[config.mk]
export PLATFORM = sky130hd
export DESIGN_NAME = int_vec_ctrl
export DESIGN_NICKNAME = d
export VERILOG_FILES = /design/src/shared/int_vec_pkg.sv /design/src/core/int_vec_ctrl.sv
export SDC_FILE = /design/constraint.sdc
export NUM_CORES = 1
export LEC_CHECK = 0
export BUFFER_PORTS_ARGS = -buffer_cell sky130_fd_sc_hd__clkbuf_2
export CORE_MARGIN = 5
export CORE_UTILIZATION = 40
export DETAILED_ROUTE_END_ITERATION = 8
export PLACE_DENSITY = 0.71
export SETUP_SLACK_MARGIN = 0.02
export SYNTH_ARGS = -nofsm -noshare
export SYNTH_HDL_FRONTEND = slang
export SYNTH_SLANG_ARGS = --single-unit
[constraint.sdc]
create_clock -name clk_sys -period 4.95 [get_ports clk_sys]
set_input_delay 0.2475 -clock clk_sys [delete_from_list [all_inputs] [get_ports clk_sys]]
set_output_delay 0.2475 -clock clk_sys [all_outputs]
set_load 0.05 [all_outputs]
[src/shared/int_vec_pkg.sv]
// constants for interrupt priority and vectoring logic
package int_vec_pkg;

    // register map, 8-bit data
    localparam int          ADDR_W        = 4;
    localparam int          DATA_W        = 8;
    localparam logic [3:0]  OFS_STATUS1   = 4'h0;
    localparam logic [3:0]  OFS_STATUS2   = 4'h1;
    localparam logic [3:0]  OFS_STATUS3   = 4'h2;
    localparam logic [3:0]  OFS_EVT_STAT  = 4'h3;
    localparam logic [3:0]  OFS_EVT_MASK  = 4'h4;
    localparam logic [3:0]  OFS_LAST_SRC  = 4'h5;

    // pending status bit positions
    localparam int          POS_STATUS_ONE      = 2;
    localparam int          POS_STATUS_THREE    = 4;
    localparam int          POS_STATUS_FOUR     = 5;
    localparam int          POS_STATUS_FIVE     = 6;
    localparam int          POS_STATUS_FOURTEEN = 7;
    localparam int          POS_STATUS_FIFTEEN  = 0;

    // event status bits
    localparam int          EVT_HW_TAKEN  = 0;
    localparam int          EVT_SOFT_TAKEN = 1;
    localparam int          EVT_RST_TAKEN = 2;
    localparam int          EVT_W         = 3;

    // reset values
    localparam logic [7:0]  RST_BYTE      = 8'h00;
    localparam logic [15:0] RST_WORD      = 16'h0000;

    // vector addresses (high byte address of each pair)
    localparam logic [15:0] VEC_RESET     = 16'hfffe;
    localparam logic [15:0] VEC_SOFT      = 16'hfffc;
    localparam logic [15:0] VEC_EXT_PIN   = 16'hfffa;
    localparam logic [15:0] VEC_CHAN_ZERO = 16'hfff6;
    localparam logic [15:0] VEC_CHAN_ONE  = 16'hfff4;
    localparam logic [15:0] VEC_OVERFLOW  = 16'hfff2;
    localparam logic [15:0] VEC_KEYBOARD  = 16'hffe0;
    localparam logic [15:0] VEC_CONVERTER = 16'hffde;

    // pc adjust for hardware interrupts
    localparam logic [15:0] HW_PC_ADJUST  = 16'h0001;

    // serviced source, highest priority first
    typedef enum logic [3:0] {
        SRC_NONE      = 4'b0000,
        SRC_RESET     = 4'b0001,
        SRC_SOFT      = 4'b0010,
        SRC_EXT_PIN   = 4'b0011,
        SRC_CHAN_ZERO = 4'b0100,
        SRC_CHAN_ONE  = 4'b0101,
        SRC_OVERFLOW  = 4'b0110,
        SRC_KEYBOARD  = 4'b0111,
        SRC_CONVERTER = 4'b1000
    } src_t;

endpackage

[src/core/int_vec_ctrl.sv]
// interrupt priority arbiter, vector supply and pending status flags
//
// Implementation choices: the strobed register port and the address map.
`timescale 1ns/1ns
module int_vec_ctrl
    import int_vec_pkg::*;
(
    // clock, reset, enable
    input  wire logic              clk_sys,
    input  wire logic              rst_n,
    input  wire logic              clk_en,
    // peripheral request flags and local enables
    input  wire logic              reset_request,
    input  wire logic              ext_pin_request_flag,
    input  wire logic              ext_pin_request_mask,
    input  wire logic              timer_chan_zero_flag,
    input  wire logic              timer_chan_zero_enable,
    input  wire logic              timer_chan_one_flag,
    input  wire logic              timer_chan_one_enable,
    input  wire logic              timer_overflow_flag,
    input  wire logic              timer_overflow_enable,
    input  wire logic              keyboard_request_flag,
    input  wire logic              keyboard_request_mask,
    input  wire logic              conversion_done_flag,
    input  wire logic              converter_request_enable,
    // processor core side
    input  wire logic              instr_end,
    input  wire logic              software_interrupt_instruction,
    input  wire logic              global_mask,
    input  wire logic [15:0]       core_pc,
    output logic                   any_pending,
    output logic                   take_valid,
    output src_t                   take_src,
    output logic [15:0]            vector_addr,
    output logic [15:0]            stacked_pc,
    // register port
    input  wire logic [ADDR_W-1:0] reg_addr,
    input  wire logic [DATA_W-1:0] reg_wdata,
    input  wire logic              reg_wr,
    input  wire logic              reg_rd,
    output logic [DATA_W-1:0]      reg_rdata,
    // interrupt to system
    output logic                   irq
);

    // vector lookup per source
    function automatic logic [15:0] vec_of(input src_t s);
        case (s)
            SRC_RESET:     vec_of = VEC_RESET;
            SRC_SOFT:      vec_of = VEC_SOFT;
            SRC_EXT_PIN:   vec_of = VEC_EXT_PIN;
            SRC_CHAN_ZERO: vec_of = VEC_CHAN_ZERO;
            SRC_CHAN_ONE:  vec_of = VEC_CHAN_ONE;
            SRC_OVERFLOW:  vec_of = VEC_OVERFLOW;
            SRC_KEYBOARD:  vec_of = VEC_KEYBOARD;
            SRC_CONVERTER: vec_of = VEC_CONVERTER;
            default:       vec_of = RST_WORD;
        endcase
    endfunction

    // module-level requests, before the global mask
    wire logic req_ext_pin;
    wire logic req_chan_zero;
    wire logic req_chan_one;
    wire logic req_overflow;
    wire logic req_keyboard;
    wire logic req_converter;
    assign req_ext_pin   = ext_pin_request_flag & ~ext_pin_request_mask;
    assign req_chan_zero = timer_chan_zero_flag & timer_chan_zero_enable;
    assign req_chan_one  = timer_chan_one_flag & timer_chan_one_enable;
    assign req_overflow  = timer_overflow_flag & timer_overflow_enable;
    assign req_keyboard  = keyboard_request_flag & ~keyboard_request_mask;
    assign req_converter = conversion_done_flag & converter_request_enable;

    // global mask gates maskable sources only
    wire logic maskable_open;
    wire logic any_maskable;
    assign maskable_open = ~global_mask;
    assign any_maskable  = req_ext_pin | req_chan_zero | req_chan_one
                         | req_overflow | req_keyboard | req_converter;

    // fixed priority selection
    wire src_t sel_src;
    assign sel_src =
        reset_request                    ? SRC_RESET     :
        software_interrupt_instruction   ? SRC_SOFT      :
        (maskable_open & req_ext_pin)    ? SRC_EXT_PIN   :
        (maskable_open & req_chan_zero)  ? SRC_CHAN_ZERO :
        (maskable_open & req_chan_one)   ? SRC_CHAN_ONE  :
        (maskable_open & req_overflow)   ? SRC_OVERFLOW  :
        (maskable_open & req_keyboard)   ? SRC_KEYBOARD  :
        (maskable_open & req_converter)  ? SRC_CONVERTER :
                                           SRC_NONE;

    // pc to be stacked for the selected source
    wire logic [15:0] sel_stack_pc;
    assign sel_stack_pc = (sel_src == SRC_SOFT) ? core_pc
                        : core_pc - HW_PC_ADJUST;

    wire logic take_now;
    assign take_now    = clk_en & instr_end & (sel_src != SRC_NONE);
    assign any_pending = reset_request | (maskable_open & any_maskable);

    // vector and stack hand-off to the core
    always_ff @(posedge clk_sys) begin
        if (!rst_n) begin
            take_valid  <= 1'b0;
            take_src    <= SRC_NONE;
            vector_addr <= RST_WORD;
            stacked_pc  <= RST_WORD;
        end else if (clk_en) begin
            take_valid <= take_now;
            if (take_now) begin
                take_src    <= sel_src;
                vector_addr <= vec_of(sel_src);
                stacked_pc  <= sel_stack_pc;
            end
        end
    end

    // read-only pending status images
    wire logic [7:0] next_status1;
    wire logic [7:0] next_status2;
    wire logic [7:0] next_status3;
    assign next_status1 = (8'(req_ext_pin)   << POS_STATUS_ONE)
                        | (8'(req_chan_zero) << POS_STATUS_THREE)
                        | (8'(req_chan_one)  << POS_STATUS_FOUR)
                        | (8'(req_overflow)  << POS_STATUS_FIVE);
    assign next_status2 = 8'(req_keyboard)  << POS_STATUS_FOURTEEN;
    assign next_status3 = 8'(req_converter) << POS_STATUS_FIFTEEN;

    logic [7:0] status1;
    logic [7:0] status2;
    logic [7:0] status3;
    always_ff @(posedge clk_sys) begin
        if (!rst_n) begin
            status1 <= RST_BYTE;
            status2 <= RST_BYTE;
            status3 <= RST_BYTE;
        end else if (clk_en) begin
            status1 <= next_status1;
            status2 <= next_status2;
            status3 <= next_status3;
        end
    end

    // register decode
    wire logic wr_evt_stat;
    wire logic wr_evt_mask;
    assign wr_evt_stat = reg_wr & (reg_addr == OFS_EVT_STAT);
    assign wr_evt_mask = reg_wr & (reg_addr == OFS_EVT_MASK);

    // event status, set wins over write-one-clear
    logic [EVT_W-1:0] evt_stat;
    logic [EVT_W-1:0] evt_mask;
    wire logic [EVT_W-1:0] evt_set;
    wire logic [EVT_W-1:0] evt_clr;
    wire logic [EVT_W-1:0] next_evt_stat;
    assign evt_set[EVT_HW_TAKEN]   = take_now & (sel_src != SRC_SOFT)
                                   & (sel_src != SRC_RESET);
    assign evt_set[EVT_SOFT_TAKEN] = take_now & (sel_src == SRC_SOFT);
    assign evt_set[EVT_RST_TAKEN]  = take_now & (sel_src == SRC_RESET);
    assign evt_clr       = wr_evt_stat ? reg_wdata[EVT_W-1:0] : '0;
    assign next_evt_stat = (evt_stat & ~evt_clr) | evt_set;

    always_ff @(posedge clk_sys) begin
        if (!rst_n) begin
            evt_stat <= '0;
            evt_mask <= '0;
        end else if (clk_en) begin
            evt_stat <= next_evt_stat;
            if (wr_evt_mask) begin
                evt_mask <= reg_wdata[EVT_W-1:0];
            end
        end
    end

    assign irq = |(evt_stat & evt_mask);

    // read mux, data one cycle after the strobe
    wire logic [7:0] rd_mux;
    assign rd_mux =
        (reg_addr == OFS_STATUS1)  ? status1 :
        (reg_addr == OFS_STATUS2)  ? status2 :
        (reg_addr == OFS_STATUS3)  ? status3 :
        (reg_addr == OFS_EVT_STAT) ? {{(8-EVT_W){1'b0}}, evt_stat} :
        (reg_addr == OFS_EVT_MASK) ? {{(8-EVT_W){1'b0}}, evt_mask} :
        (reg_addr == OFS_LAST_SRC) ? {4'h0, take_src} :
                                     RST_BYTE;

    always_ff @(posedge clk_sys) begin
        if (!rst_n) begin
            reg_rdata <= RST_BYTE;
        end else if (clk_en) begin
            reg_rdata <= reg_rd ? rd_mux : RST_BYTE;
        end
    end
endmodule

# Word level (Yosys, flattened, before mapping)
# Memories as Yosys holds them, arrays and structs flattened. A register that Yosys moved wholly into a read port is not among the register bits.
# Index checks and enable logic that the tools add are counted.
[word_totals]
regBits = 61
rom_bits = 240
in_bits = 49
out_inout_bits = 47
wordCells = 81
mem_count = 1
[memory_table]
columns = ["name", "words", "width", "rd", "rd_ports_with_merged_regs", "wr", "line", "rtl"]
rows = [
  ["(no name shown)", 16, 15, 1, 1, 0, "int_vec_ctrl.sv:48", "case (s)"],
]
[classes]
n_addsub = 1
eq_ne = 9
n_mux = 17
bitwise = 37
reduce_logical = 6
[op_table]
columns = ["cell", "n"]
rows = [
  ["two-way mux 4 bit", 12],
  ["two-way mux 8 bit", 3],
  ["bitwise AND 1 bit", 21],
  ["two-way mux 16 bit", 1],
  ["subtractor 16 x 1 -> 16 bit (second input constant)", 1],
  ["equality test 4 x 2 -> 1 bit (second input constant)", 3],
  ["equality test 4 x 1 -> 1 bit (second input constant)", 2],
  ["equality test 4 x 3 -> 1 bit (second input constant)", 2],
  ["bitwise OR 6 x 7 -> 7 bit", 1],
  ["bitwise AND 3 bit", 2],
  ["bitwise OR 1 bit", 6],
  ["bitwise OR 5 x 6 -> 6 bit", 1],
  ["bitwise OR 3 x 5 -> 5 bit", 1],
  ["zero test 4 bit", 1],
  ["inequality test 4 x 1 -> 1 bit (second input constant)", 1],
  ["inequality test 4 x 2 -> 1 bit (second input constant)", 1],
  ["AND reduction 2 bit", 2],
  ["nonzero test 4 bit", 1],
  ["two-way mux 3 bit", 1],
  ["NOT 1 bit", 3],
  ["NOT 3 bit", 1],
  ["bitwise OR 3 bit", 1],
  ["OR reduction 3 bit", 1],
  ["zero test 1 bit", 1],
]

# Longest topological paths before layout
[depth]
ltp_word = 15
ltp_mapped = 11
ltp_nobuf = 10

# Worst setup path before layout
# No wires, ideal clock.
[synth_path]
kind = "input to register"
start = "input keyboard_request_flag"
end = "register stacked_pc[0]"
setup_ns = 0.133
t_arrival_ns = 2.252
slack_ns = 2.564
path_stages = 9
cell_sequence = "nor2b_1 a221o_1 a21oi_1 ha_1 a21boi_1 buf_2 buf_2 xnor2_1 o22ai_1"
[synth_between]
elab_chain_len = 12
[synth_rtl]
columns = ["item", "line", "rtl"]
rows = [
  ["start, declared", "int_vec_ctrl.sv:22", "input wire logic keyboard_request_flag,"],
  ["bitwise AND 1 bit *", "int_vec_ctrl.sv:72", "assign req_keyboard = keyboard_request_flag & ~keyboard_request_mask;"],
  ["bitwise AND 1 bit *", "int_vec_ctrl.sv:91", "(maskable_open & req_keyboard) ? SRC_KEYBOARD :"],
  ["two-way mux 4 bit *", "int_vec_ctrl.sv:91", ""],
  ["two-way mux 4 bit *", "int_vec_ctrl.sv:90", "(maskable_open & req_overflow) ? SRC_OVERFLOW :"],
  ["two-way mux 4 bit *", "int_vec_ctrl.sv:89", "(maskable_open & req_chan_one) ? SRC_CHAN_ONE :"],
  ["two-way mux 4 bit *", "int_vec_ctrl.sv:88", "(maskable_open & req_chan_zero) ? SRC_CHAN_ZERO :"],
  ["two-way mux 4 bit *", "int_vec_ctrl.sv:87", "(maskable_open & req_ext_pin) ? SRC_EXT_PIN :"],
  ["two-way mux 4 bit *", "int_vec_ctrl.sv:86", "software_interrupt_instruction ? SRC_SOFT :"],
  ["two-way mux 4 bit *", "int_vec_ctrl.sv:85", "reset_request ? SRC_RESET :"],
  ["nonzero test 4 bit", "int_vec_ctrl.sv:101", "assign take_now = clk_en & instr_end & (sel_src != SRC_NONE);"],
  ["bitwise AND 1 bit", "int_vec_ctrl.sv:101", ""],
  ["AND reduction 2 bit (no line)", "--", ""],
  ["end signal, assigned", "int_vec_ctrl.sv:116", "stacked_pc <= sel_stack_pc;"],
  ["end, declared", "int_vec_ctrl.sv:35", "output logic [15:0] stacked_pc,"],
]
# Mark *: on every way between the ends. The rest lies on a longest branch, timed or not.
# A chain may end at the register's enable or synchronous reset.

# Worst setup path in the final report
[layout_path]
start = "input timer_chan_one_flag"
end = "register evt_stat[0]"
[layout_between]
elab_chain_len = 12
[layout_rtl]
columns = ["item", "line", "rtl"]
rows = [
  ["start, declared", "int_vec_ctrl.sv:18", "input wire logic timer_chan_one_flag,"],
  ["bitwise AND 1 bit *", "int_vec_ctrl.sv:70", "assign req_chan_one = timer_chan_one_flag & timer_chan_one_enable;"],
  ["bitwise AND 1 bit *", "int_vec_ctrl.sv:89", ""],
  ["two-way mux 4 bit *", "int_vec_ctrl.sv:89", ""],
  ["two-way mux 4 bit *", "int_vec_ctrl.sv:88", ""],
  ["two-way mux 4 bit *", "int_vec_ctrl.sv:87", ""],
  ["two-way mux 4 bit *", "int_vec_ctrl.sv:86", ""],
  ["two-way mux 4 bit *", "int_vec_ctrl.sv:85", ""],
  ["nonzero test 4 bit", "int_vec_ctrl.sv:101", ""],
  ["bitwise AND 1 bit", "int_vec_ctrl.sv:101", ""],
  ["bitwise AND 1 bit", "int_vec_ctrl.sv:159", "assign evt_set[EVT_HW_TAKEN] = take_now & (sel_src != SRC_SOFT)"],
  ["bitwise AND 1 bit *", "int_vec_ctrl.sv:160", "& (sel_src != SRC_RESET);"],
  ["bitwise OR 3 bit *", "int_vec_ctrl.sv:164", "assign next_evt_stat = (evt_stat & ~evt_clr) | evt_set;"],
  ["end signal, assigned", "int_vec_ctrl.sv:171", "evt_stat <= next_evt_stat;"],
  ["end, declared", "int_vec_ctrl.sv:154", "logic [EVT_W-1:0] evt_stat;"],
]
# Marks and branches as above.

==> summary.txt <==
Status
  • Status: finished, final reports clean

Clocking
  • Worst-Skew Late Latency: 0.29 ns
  • Htree depth: 2
  • Clock sinks: 47
  • CTS clock-pin slew for the worst setup and hold paths: 0.08 ns
  • Root Buffer: clkbuf_8
  • Hold Buf Count CTS: 0
  • Deepest clock path buffer count: 2
  • Number of CTS-inserted buffers: 5
  • Post-CTS Repair Setup Buffers: 0
  • CTS resizes: 0
  • CTS tree: yes

STA
  • Fmax: 341 MHz
  • Final setup vio count: 0
  • Skew final: 0.00322 ns
  • Final Cycle Share: 0.593
  • Slew @ Worst Pin: 1.07 ns
  • Setup TNS: 0 ns
  • Max-slew violations: 0
  • Max_slew headroom: 0.284
  • Tmin final: 2.93 ns
  • Setup WS post-layout: 2.02 ns
  • Final hold violations: 0
  • RSZ-0062 raised after global routing: no

Pwr
  • Switching Fraction: 0.325
  • Peak supply drop: 159 uV
  • Logic pwr share: 0.248
  • Sequential share of power: 0.467
  • Switching power: 283 uW
  • Leakage: 1.32 nW
  • Clock share of power: 0.284
  • PD cells: 277 nW/um^2
  • Int Pwr: 587 uW

Worst setup path
  • Required @ worst endpoint: 5.19 ns
  • R2R Setup Slk: 3.79 ns
  • Worst Path Max Fanout: 31
  • Worst R2R Path Depth: 5
  • R2R Path Start: take_src[2]$_SDFFE_PN0P_
  • FF-to-FF End: reg_rdata[2]$_SDFFE_PN0P_
  • CP Class: in2reg
  • CP Launch Type: input port
  • Critical path capture point type: flop
  • CP arrival: 3.17 ns

Routing
  • WL final: 6800 um
  • Iter 0 DRT Violations: 176
  • Number of remaining DRC errors: 0
  • Detail Route Antenna Nets: 0
  • Routed wire per std cell: 14.6 um
  • Vias per cell: 5.50
  • DR pass1 iterations: 4
  • DR vias: 2568

Logic synthesis
  • Share of the synthesized area in the top cell type: 0.359
  • Synth top cells by count: 47 x dfxtp_1, 23 x nand2_1, 23 x o21ai_0, 16 x nor2b_1
  • Ys async rst share: 0
  • Synth Net Count: 373
  • Mapped cell area: 2620 sq um
  • #FFs+latches synth: 47
  • Most common cell in the netlist: dfxtp_1
  • Synth warn: 0
  • Syn Area/Cell: 8.24 sq um
  • Main synth FF type: dfxtp_1
  • Cells after synthesis: 318
  • Largest area contributor in the netlist: dfxtp_1
  • EDFF count, synth: 0
  • Register area share after synthesis: 0.359
  • Area contributors post-synth: dfxtp_1 36%, o21ai_0 4.4%, nor2b_1 3.8%, nand2_1 3.3%, a31oi_1 2.9%
  • Netlist cell types: 52

GRT
  • Global-route wire length before repair: 11400 um
  • Initial antenna violation count: 0
  • Total grt overflow: 0
  • GRT Total Usage: 0.160
  • Vias in the first global route: 2499
  • Largest net degree at the start of global routing: 51

Cells and area
  • Post-layout instance area: 3140 sq um
  • Antenna fix cells: 0
  • Area Growth Syn to Fin: 19.9%
  • # fillers: 628
  • Fin nets: 444
  • Final Non-Filler Cells: 467
  • Share of cells above drive strength 1: 0.272

Die
  • Rows: 29
  • Die area: 8270 sq um
  • Die Ht: 91.0 um
  • Starting Density: 0.413
  • Die W: 91.0 um
  • Ports: 96
  • Core box area: 6350 sq um

Worst hold path
  • Hold Path Sink: stacked_pc[15]$_SDFFE_PN0P_
  • Hold path cells: 3
  • Hold_sp: core_pc[15]
  • HP Class: in2reg

Place
  • Cells after DPL: 459
  • Detailed Place HPWL: 5180 um
  • Placed Area: 3040 sq um
  • Pre-CTS setup slack: 1.68 ns
  • Port buffer count: 89
  • Gpl congestion: 0.856

Flow run
  • Max-cap violations: 0
==> layout make-up <==
cell class	instances	area, sq um	share of cell area
Multi-Input combinational cell	231	1500	0.476
Sequential cell	47	941	0.299
Timing Repair Buffer	91	460	0.146
Clock buffer	8	100	0.0318
Tap cell	77	96.3	0.0307
Inverter	13	48.8	0.0155
==> power by group through the flow <==
stage                     clock network (mW)  logic [mW]  registers [mW]
after floorplan                            0       0.109           0.465
after global placement                     0       0.214           0.415
after detailed placement                   0       0.217           0.415
after CTS                              0.257       0.217           0.406
after global routing                   0.270       0.233           0.409
final                                  0.247       0.216           0.406
==> registers in the layout, indices dropped and copies added (netlist names) <==
signal	count
vector_addr	6
status3	1
status2	1
stacked_pc	16
take_valid	1
evt_mask	3
evt_stat	3
take_src	4
reg_rdata	8
status1	4
==> critical path, stage by stage <==
cell,delay (ns)
clkbuf_2,0.11
a22oi_1,0.31
o21ai_0,0.14
a21oi_1,0.20
o21ai_0,0.21
ha_1,0.35
o22ai_2,0.89
buf_4,0.36
a21boi_0,0.20
o21a_1,0.14
==> per-stage QoR <==
step,hold slack (ns),power (mW),util
after floorplan,0.388,0.574,-
after global placement,0.454,0.629,0.479
after detailed placement,0.461,0.631,0.479
after global routing,0.241,0.912,0.495
final,0.227,0.869,0.495
after CTS,0.213,0.881,0.495
==> metal layers <==
metal	share of wire	global-route usage	vias up	wire, um
li1	-	-	1306	-
met1	0.45	0.204	1177	3060
met2	0.47	0.266	80	3180
met3	0.075	0.0521	5	511
met4	0.0060	0.0306	0	41
met5	0	0	-	0
==> how the worst max path moves through the flow <==
stage	endpoint	slack (ns)	start
finish	evt_stat[0]$_SDFFE_PN0P_	2.02	timer_chan_one_flag
detailed placement	evt_stat[0]$_SDFFE_PN0P_	1.68	keyboard_request_flag
global route	evt_stat[0]$_SDFFE_PN0P_	1.61	keyboard_request_flag
global placement	evt_stat[0]$_SDFFE_PN0P_	1.74	timer_chan_one_flag
floorplan	stacked_pc[0]$_SDFFE_PN0P_	2.56	keyboard_request_flag
CTS	evt_stat[0]$_SDFFE_PN0P_	1.99	timer_chan_one_flag
==> placed cells by master (no fill, tap or decap), drive strengths merged, types with 2 or more instances in the layout <==
cell type,count
nand2,23
o221a,2
o31ai,8
nand3,13
nand2b,8
a22o,5
nor3,4
or4,8
nand4,2
o211a,3
o21ai,23
or3,6
inv,12
o41ai,3
nor2,13
buf,2
a31oi,12
ha,6
or2,3
o21a,3
and2,10
o22ai,10
mux2i,7
clkbuf,97
a21oi,8
a21boi,10
dfxtp,47
nor2b,16
mux2,2
a22oi,4
nor4,4
==> cells by family after synthesis <==
group / count (synthesis) / synth area share
flip-flops: 47 / 0.359
multiplexers: 9 / 0.0353
AO/OA/AOI/OAI: 101 / 0.264
XOR/XNOR: 1 / 0.00334
other: 1 / 0.00143
buffers and inverters: 40 / 0.0725
adder cells (fa/ha/maj): 6 / 0.0286
AND/OR/NAND/NOR: 113 / 0.235
(Power assumes the default switching activity.)
